File: src/common/cbsc_defines.svh
// Constants for the core boundary signal conditioning block
// Assumes inclusion by bare name from design files
`ifndef CBSC_DEFINES_SVH
`define CBSC_DEFINES_SVH
`define CBSC_SYNC_STAGES 3
`define CBSC_NUM_ASYNC 4
`define CBSC_IDX_COLD 0
`define CBSC_IDX_WARM 1
`define CBSC_IDX_NMI 2
`define CBSC_IDX_DINT 3
`define CBSC_NUM_STATIC 8
`define CBSC_NUM_STATIC_OUTPUT_CLASS 4
`define CBSC_STATIC_OUTPUT_CLASS_VALUE 4'h5
`define CBSC_SYNC_WIDTH 8
`endif

File: src/common/cbsc_pkg.sv
// Types for the core boundary signal conditioning block
// Assumes the defines header is on the include path
`default_nettype none
`include "cbsc_defines.svh"
package cbsc_pkg;
   typedef enum logic [1:0] {
      ED_IDLE = 2'b00,
      ED_HIGH = 2'b01
   } cbsc_edge_t;
endpackage
`default_nettype wire

File: src/hw/cbsc_boundary.sv
// Boundary conditioning at the edge of a processor core
// Assumes one core clock; static inputs held by the system outside cold reset
// Function
// RULE1: Ordinary synchronous inputs are captured on the rising core clock edge.
// RULE2: Ordinary synchronous outputs change only at the rising core clock edge.
// RULE3: Asynchronous inputs pass own synchronisation logic before any use.
// RULE4: System keeps static inputs unchanged while cold reset is deasserted.
// RULE5: Static outputs to the coprocessor are constant, never changing.
// RULE6: Signals are active high; names with low suffix assert when low.
// RULE7: NMI and debug interrupt are edge detected: one request per assertion.
// RULE8: Test-logic reset is the only active-low boundary signal; the code's rstn input is active low as well.
// RULE9: NMI is posted when sampled high after being sampled low.
// RULE10: Core clock is the reference edge for all boundary inputs and outputs.
// RULE11: Each asynchronous input passes at least two flip-flops before use.
`default_nettype none
`include "cbsc_defines.svh"
module cbsc_boundary
(
   input wire logic clk, // Core clock
   input wire logic rstn, // Async reset, active low
   input wire logic coldResetIn, // Async cold reset request
   input wire logic warmResetIn, // Async soft reset request
   input wire logic nmiIn, // Async non-maskable interrupt
   input wire logic debugIrqIn, // Async debug interrupt
   input wire logic testLogicResetLow, // Test-logic reset, active low, async
   input wire logic [`CBSC_SYNC_WIDTH-1:0] syncIn, // Synchronous data input
   input wire logic [`CBSC_NUM_STATIC-1:0] staticIn, // Static configuration
   output logic [`CBSC_SYNC_WIDTH-1:0] syncOut, // Registered copy of syncIn
   output logic [`CBSC_NUM_STATIC-1:0] staticOut, // Static config, taken in cold reset
   output logic [`CBSC_NUM_STATIC_OUTPUT_CLASS-1:0] coprocStaticOut, // Constant coprocessor options
   output logic coldReset, // Synchronised cold reset level
   output logic warmReset, // Synchronised soft reset level
   output logic nmiReq, // One-cycle NMI request pulse
   output logic debugIrqReq, // One-cycle debug interrupt pulse
   output logic testLogicReset // Synchronised test reset, active high
);
   // ****************************************
   // Synchronisers
   // ****************************************
   logic [`CBSC_NUM_ASYNC-1:0] asyncRaw;
   logic [`CBSC_NUM_ASYNC-1:0] asyncSync;
   logic testResetSync;
   logic coldSync;

   // Inverted so the synchroniser's reset level reads as cold reset held
   assign asyncRaw[`CBSC_IDX_COLD] = ~coldResetIn;
   assign coldSync = ~asyncSync[`CBSC_IDX_COLD];
   assign asyncRaw[`CBSC_IDX_WARM] = warmResetIn;
   assign asyncRaw[`CBSC_IDX_NMI] = nmiIn;
   assign asyncRaw[`CBSC_IDX_DINT] = debugIrqIn;

   genvar gi;
   generate
      for (gi = 0; gi < `CBSC_NUM_ASYNC; gi++)
      begin : gSync
         cbsc_sync uSync
         (
            .clk(clk),
            .rstn(rstn),
            .asyncIn(asyncRaw[gi]), // RULE3
            .syncOut(asyncSync[gi]) // RULE11
         );
      end
   endgenerate

   // Fed as is, so the synchroniser resets to the asserted (low) level
   cbsc_sync uTestSync
   (
      .clk(clk),
      .rstn(rstn),
      .asyncIn(testLogicResetLow), // RULE8
      .syncOut(testResetSync) // RULE6
   );

   // ****************************************
   // State
   // ****************************************
   typedef struct packed {
      logic [`CBSC_SYNC_WIDTH-1:0] data;
      logic [`CBSC_NUM_STATIC-1:0] cfg;
      cbsc_pkg::cbsc_edge_t nmiEdge;
      cbsc_pkg::cbsc_edge_t dintEdge;
      logic nmiPulse;
      logic dintPulse;
      logic cold;
      logic warm;
      logic tst;
   } cbsc_state_t;

   cbsc_state_t st_reg;
   cbsc_state_t st_next;

   always_comb
   begin
      st_next = st_reg;
      st_next.data = syncIn; // RULE1
      // Static inputs only trusted while cold reset holds them
      if (coldSync)
      begin
         st_next.cfg = staticIn; // RULE4
      end
      st_next.cold = coldSync;
      st_next.warm = asyncSync[`CBSC_IDX_WARM];
      st_next.tst = ~testResetSync;
      st_next.nmiPulse = 1'b0;
      case (st_reg.nmiEdge)
         cbsc_pkg::ED_IDLE:
         begin
            if (asyncSync[`CBSC_IDX_NMI])
            begin
               st_next.nmiPulse = 1'b1; // RULE9
               st_next.nmiEdge = cbsc_pkg::ED_HIGH;
            end
         end
         cbsc_pkg::ED_HIGH:
         begin
            if (!asyncSync[`CBSC_IDX_NMI])
            begin
               st_next.nmiEdge = cbsc_pkg::ED_IDLE;
            end
         end
         default:
         begin
            st_next.nmiEdge = cbsc_pkg::ED_IDLE;
         end
      endcase
      st_next.dintPulse = 1'b0;
      case (st_reg.dintEdge)
         cbsc_pkg::ED_IDLE:
         begin
            if (asyncSync[`CBSC_IDX_DINT])
            begin
               st_next.dintPulse = 1'b1; // RULE7
               st_next.dintEdge = cbsc_pkg::ED_HIGH;
            end
         end
         cbsc_pkg::ED_HIGH:
         begin
            if (!asyncSync[`CBSC_IDX_DINT])
            begin
               st_next.dintEdge = cbsc_pkg::ED_IDLE;
            end
         end
         default:
         begin
            st_next.dintEdge = cbsc_pkg::ED_IDLE;
         end
      endcase
   end

   // Edge states reset to ED_HIGH, yet synchronisers reset low, so a level high at reset release still posts a request
   always_ff @(posedge clk or negedge rstn)
   begin
      if (!rstn)
      begin
         st_reg <= '0;
         st_reg.nmiEdge <= cbsc_pkg::ED_HIGH;
         st_reg.dintEdge <= cbsc_pkg::ED_HIGH;
         st_reg.cold <= 1'b1;
         st_reg.tst <= 1'b1;
      end
      else
      begin
         st_reg <= st_next; // RULE10
      end
   end

   // ****************************************
   // Outputs
   // ****************************************
   assign syncOut = st_reg.data; // RULE2
   assign staticOut = st_reg.cfg;
   assign coprocStaticOut = `CBSC_STATIC_OUTPUT_CLASS_VALUE; // RULE5
   assign coldReset = st_reg.cold;
   assign warmReset = st_reg.warm;
   assign nmiReq = st_reg.nmiPulse;
   assign debugIrqReq = st_reg.dintPulse;
   assign testLogicReset = st_reg.tst;

   // ****************************************
   // Checks
   // ****************************************
   chk_nmi_one_pulse: assert property (@(posedge clk) disable iff (!rstn) // RULE7
      nmiReq |=> !nmiReq)
      else $error("NMI request longer than one cycle");
   chk_nmi_edge_cause: assert property (@(posedge clk) disable iff (!rstn) // RULE9
      $rose(asyncSync[`CBSC_IDX_NMI]) |=> nmiReq)
      else $error("NMI rising edge did not post a request");
   chk_nmi_no_hold: assert property (@(posedge clk) disable iff (!rstn) // RULE9
      nmiReq |-> $past(asyncSync[`CBSC_IDX_NMI]) && !$past(asyncSync[`CBSC_IDX_NMI], 2))
      else $error("NMI request without low-to-high sample");
   chk_dint_edge: assert property (@(posedge clk) disable iff (!rstn) // RULE7
      $rose(asyncSync[`CBSC_IDX_DINT]) |=> debugIrqReq ##1 !debugIrqReq)
      else $error("Debug interrupt edge not a single pulse");
   chk_sync_capture: assert property (@(posedge clk) disable iff (!rstn) // RULE1
      ##1 syncOut == $past(syncIn))
      else $error("Synchronous input not captured");
   chk_cold_latency: assert property (@(posedge clk) disable iff (!rstn) // RULE11
      coldReset != $past(coldReset) |-> $past(coldResetIn, 4) == coldReset)
      else $error("Cold reset changed without synchroniser delay");
   chk_static_output_class_const: assert property (@(posedge clk) disable iff (!rstn) // RULE5
      $stable(coprocStaticOut))
      else $error("Static coprocessor output changed");
   chk_test_polarity: assert property (@(posedge clk) disable iff (!rstn) // RULE8
      (testLogicResetLow [*6]) |-> !testLogicReset)
      else $error("Test reset asserted while input high");
   chk_cfg_hold: assert property (@(posedge clk) disable iff (!rstn) // RULE4
      !coldReset && !$past(coldReset) |-> $stable(staticOut))
      else $error("Static config changed outside cold reset");
   chk_cold_held_high: assert property (@(posedge clk) disable iff (!rstn) // RULE3
      (coldResetIn [*6]) |-> coldReset)
      else $error("Cold reset dropped while its pin is held high");
   chk_warm_latency: assert property (@(posedge clk) disable iff (!rstn) // RULE11
      warmReset != $past(warmReset) |-> $past(warmResetIn, 4) == warmReset)
      else $error("Warm reset changed without synchroniser delay");
   chk_dint_no_hold: assert property (@(posedge clk) disable iff (!rstn) // RULE7
      debugIrqReq |-> $past(asyncSync[`CBSC_IDX_DINT]) && !$past(asyncSync[`CBSC_IDX_DINT], 2))
      else $error("Debug request without low-to-high sample");
   chk_test_assert: assert property (@(posedge clk) disable iff (!rstn) // RULE8
      (!testLogicResetLow [*6]) |-> testLogicReset)
      else $error("Test reset not asserted while input low");
endmodule
`default_nettype wire

File: src/hw/cbsc_sync.sv
// Three-stage synchroniser; a change counts when stages two and three agree
// Assumes one clock and an asynchronous active-low reset
`default_nettype none
`include "cbsc_defines.svh"
module cbsc_sync
(
   input wire logic clk, // Core clock
   input wire logic rstn, // Async reset, active low
   input wire logic asyncIn, // Unsynchronised level
   output logic syncOut // Filtered synchronised level
);
   typedef struct packed {
      logic [`CBSC_SYNC_STAGES-1:0] stage;
      logic level;
   } cbsc_sync_state_t;

   cbsc_sync_state_t st_reg;
   cbsc_sync_state_t st_next;

   always_comb
   begin
      st_next = st_reg;
      st_next.stage = {st_reg.stage[1:0], asyncIn};
      if (st_reg.stage[1] == st_reg.stage[2])
      begin
         st_next.level = st_reg.stage[2];
      end
   end

   always_ff @(posedge clk or negedge rstn)
   begin
      if (!rstn)
      begin
         st_reg <= '0;
      end
      else
      begin
         st_reg <= st_next;
      end
   end

   assign syncOut = st_reg.level;
endmodule
`default_nettype wire

File: config.mk
export PLATFORM = sky130hd
export DESIGN_NAME = cbsc_boundary
export DESIGN_NICKNAME = d
export VERILOG_FILES = /design/src/common/cbsc_pkg.sv /design/src/hw/cbsc_boundary.sv /design/src/hw/cbsc_sync.sv
export VERILOG_INCLUDE_DIRS = /design/src /design/src/common
export SDC_FILE = /design/constraint.sdc
export NUM_CORES = 1
export LEC_CHECK = 0
export ABC_CLOCK_PERIOD_IN_PS = 1500
export BUFFER_PORTS_ARGS = -buffer_cell sky130_fd_sc_hd__buf_4
export CORE_MARGIN = 4
export CORE_UTILIZATION = 25
export CTS_CLUSTER_DIAMETER = 60
export DETAILED_ROUTE_END_ITERATION = 8
export GPL_ROUTABILITY_DRIVEN = 0
export PLACE_DENSITY_LB_ADDON = 0.08
export SLEW_MARGIN = 15
export SYNTH_ARGS = -nofsm -noshare
export SYNTH_HDL_FRONTEND = slang
export SYNTH_SLANG_ARGS = --single-unit
File: constraint.sdc
create_clock -name clk -period 1.5 [get_ports clk]
set_input_delay 0.15 -clock clk [delete_from_list [all_inputs] [get_ports clk]]
set_output_delay 0.15 -clock clk [all_outputs]
set_load 0.02 [all_outputs]
After elaboration in Yosys (flattened, before gate mapping)
Index checks and enable logic that the tools add are counted.

storage, ports and cells
  bits of input ports = 23
  word-level logic and storage cells = 47
  register bits after elaboration = 45
  output and inout port bits = 25

cells by class
  equality and inequality tests = 11
  reductions and logical operators = 4
  bitwise gates (word level) = 3
  multiplexer cells = 10

operator list
  operator            count
  $mux 2              4
  $pmux 2 s2          2
  $eq 1x1->1          5
  $eq 2x1->1 const B  2
  $logic_not 2->1     2
  $mux 1              4
  $ne 2x1->1 const B  2
  $ne 2x2->1 const B  2
  $reduce_and 2->1    2
  $not 1->1           3

Depth between registers and ports, before layout
  depth in word-level cells = 3
  gate-level depth with buffers = 3
  gate-level depth less buffers = 3

Hierarchy
From an unflattened synthesis, not the netlist that was laid out.

second synthesis, totals
  cells, all modules = 88
  area total of the unflattened synthesis = 1487.7 sq um

by module, submodules not included
  module         cells an instance  area each (sq um)  instances  seq. area each (sq um)
  cbsc_boundary  63                 930.9              1          580.6
  cbsc_sync      5                  111.4              5          100.1

Least setup slack after synthesis
No wires, ideal clock.

  kind = register -> register
  start = register st_reg[5] (netlist bit)
  end = register st_reg[5] (netlist bit)
  library setup time = 0.075 ns
  path slack = 0.463 ns
  clock period less this slack = 1.037 ns
  data required time = 1.425 ns
  path buffers = 0
  arrival time = 0.961 ns
  stages on the path, launching flop included = 4
  cells stage by stage = dfstp_2 inv_1 ha_1 xnor2_1

RTL lines
  item                      line                  RTL
  start: declaration        cbsc_boundary.sv:90   cbsc_state_t st_reg;
  start signal: assignment  cbsc_boundary.sv:164  st_reg <= st_next;

Final worst setup path
  start = register gSync[0].uSync.st_reg, in the netlist gSync[0].uSync.syncOut
  end = register st_reg, in the netlist staticOut[0]

RTL lines
  item                      line             RTL
  start: declaration        cbsc_sync.sv:17  cbsc_sync_state_t st_reg;
  start signal: assignment  cbsc_sync.sv:38  st_reg <= st_next;

No word-level cell between the ends.

==> results.yml <==
status:
  result_of_the_run: "finished, final reports clean"
cts:
  clock_tree.root_cell: "clkbuf_8"
  clock_path_buffers: 2
  tritoncts.num_buffers: 5
  cts_sinks: 43
  resized_after_cts: 0
  clk-insertion-delay-late_ns: 0.28
  clock_tree.htree_level_count: 2
  clk_pin_slew_ns: 0.07
  clock_tree_from_tritoncts: "done"
sta:
  setup_ws_ns: 0.363
  rsz0062_at_grt: "false"
  timing_worst_slew_pin_value_ns: 0.536
  timing.max_slew.rel_slack_pct: 64.3
  setup_total_negative_slack_ns: 0
  hold_violations: 0
  slew_viol_final: 0
  setup_viol_count_final: 0
  clock-skew-final_ns: 0.00462
  fmax_mhz: 879
  period_minus_slack_ns: 1.14
  period_share_pct: 75.8
critical_path:
  number_of_buffer_and_inverter_stages_on_the_critical_path: 0
  worst-setup-path-type: "flop to flop"
  slowest_stage: "dfrtp_1"
  critical_path.max_fanout: 10
  worstPathCellList: "mux2_4"
  start_kind: "flop"
  worst_endpoint_required_time_ns: 1.67
  cp_data_arrival_time_ns: 1.30
  largest_delay_share_family_worst_path: "flip-flops"
  cpPeakStageDelay_ns: 0.68
  crit_path_end_kind: "flop"
yosys:
  syn-instance-count: 88
  ys_top_cells_by_count: "39 x dfrtp_1, 20 x buf_4, 8 x mux2_4"
  ys_async_sr_fraction_pct: 100
  yosysTopAreaCell: "dfrtp_1"
  yosys.cell_count.top_type: "dfrtp_1"
  netlist_top_cells_area: "dfrtp_1 66%, buf_4 10%, mux2_4 8.1%, dfstp_2 7.1%, maj3_1 2.7%"
  number_of_enable_flip_flop_cells_after_synthesis: 0
  ys_dominant_reg_cell: "dfrtp_1"
  yosysWarnings: 0
  synth_top_area_share_pct: 65.8
  synth_cell_types: 11
  post_synth_instance_area_sq_um: 1480
  syn-mean-instance-area_sq_um: 16.8
  synth.ff_latch_count: 43
  seq_area_frac_synth_pct: 72.9
detailed_routing:
  detailedRoute.firstPassIterationCount: 2
  drt-wirelength-per-cell_um: 10.6
  route.vias.total: 736
  drc_errors: 0
  detail_route.iter0.violations: 27
  detail_route.wirelength_um: 2180
  via_per_inst: 3.57
  drt.antenna.violating_nets: 0
final_layout:
  final_cell_area_sq_um: 1960
  post-route-util_pct: 34.8
  antenna_cells: 0
  area_growth_syn_to_layout_pct: 32.3
  finish.net_count: 158
  final.fill_count: 556
  layout-drive-gt1-share_pct: 45.5
global_routing:
  globalRoute.totalOverflow: 0
  gr-usage-all-layers_pct: 6.65
  number_of_global_route_vias_before_repair: 797
  grt_pass1_wl_um: 3770
  grt_max_degree: 44
  grt_antenna_before_repair: 0
pwr:
  power.switching_fraction_pct: 24.7
  p_clk_share_pct: 26.7
  power_report.internal_total_mw: 1.90
  power.total_mw: 2.53
  leakage_nw: 0.941
  p_comb_share_pct: 18.3
  power-per-cell-area_nw_per_um2: 1290
  switchingPower_uw: 624
  vdd_drop_max_uv: 456
  power.share.sequential_pct: 55.0
die:
  die_h_um: 85.0
  die_area_sq_um: 7230
  core_region_area_sq_um: 5640
  chipWidth_um: 85.0
  floorplan.initialDensity_pct: 26.3
  placement_rows: 27
  boundaryPins: 48
place:
  detailedPlace.worstSlack_ns: 0.352
  dpl_cell_area_sq_um: 1740
  estimated_wirelength_of_the_detail_placed_design_um: 1480
  place.port_buffers: 43
job:
  max_cap_viol_count: 0
hold_path:
  hold_path_class: "input pin to flop"
==> power groups by stage <==
| stage | clock, mW | sequential [mW] | combinational, mW |
|---|---|---|---|
| floorplan | 0 | 1.42 | 0.308 |
| global placement | 0 | 1.41 | 0.436 |
| detailed placement | 0 | 1.41 | 0.445 |
| CTS | 0.720 | 1.39 | 0.475 |
| global route | 0.757 | 1.41 | 0.513 |
| finish | 0.674 | 1.39 | 0.464 |
==> cell families after synthesis <==
kind of cell               after synthesis  share of synthesized area (%)
other                                    2                          0.507
DFF                                     43                           72.9
adders and majority gates                7                           5.15
muxes                                    8                           8.10
xor gates and xnor gates                 2                           1.18
buffers and inverters                   26                           12.2
==> layout make-up <==
type                       instances  area (sq um)  area share [%]
multi-input combinational         21           229            11.7
sequential                        43          1080            55.1
timing repair buffer              57           463            23.6
tap                               72          90.1            4.59
clock buffer                       8          80.1            4.08
inverter                           5          18.8           0.957
==> path summary, 6_finish.rpt <==
check                      depth (start not counted)                       from  slack, ns                        end
setup / recovery                                   1     gSync[0].uSync.syncOut       0.36               staticOut[0]
hold / removal                                     2                staticIn[1]       0.09               staticOut[1]
setup reg to reg                                   1     gSync[0].uSync.syncOut       0.36               staticOut[0]
hold reg to reg                                    0  gSync[0].uSync.st_next[2]       0.35  gSync[0].uSync.st_next[3]
max in group asynchronous                          2                       rstn       0.74                  coldReset
min in group asynchronous                          2                       rstn       0.39  gSync[3].uSync.st_next[2]
==> repair_timing <==
item                      in CTS  in global routing
hold buffers                  14                  0
hold endpoints to repair      52                  0
buffers inserted               0                  0
==> placed cells by master, fill, tap and decap left out <==
cell type,n
buf_4,43
dfrtp_1,39
mux2_4,8
maj3_1,4
dfstp_2,4
clkbuf_8,5
conb_1,4
inv_1,5
clkbuf_1,3
xnor2_1,2
maj3_2,1
ha_1,2
dlygate4sd3_1,14
==> metal layers <==
layer | GRT usage, % | up-vias | share of wire, %
met5 | 0 | - | 0
met3 | 3.30 | 4 | 11
met1 | 8.31 | 359 | 42
met2 | 9.60 | 34 | 46
li1 | - | 339 | -
met4 | 3.02 | 0 | 1.2
==> stage by stage <==
stage	hold WS (ns)	instances
final	0.0944	206
after global routing	0.0756	206
after CTS	0.0820	206
after detailed placement	0.173	184
after global placement	0.164	184
after floorplan	-0.146	90
Note: power is estimated with default switching activity, not from simulation.
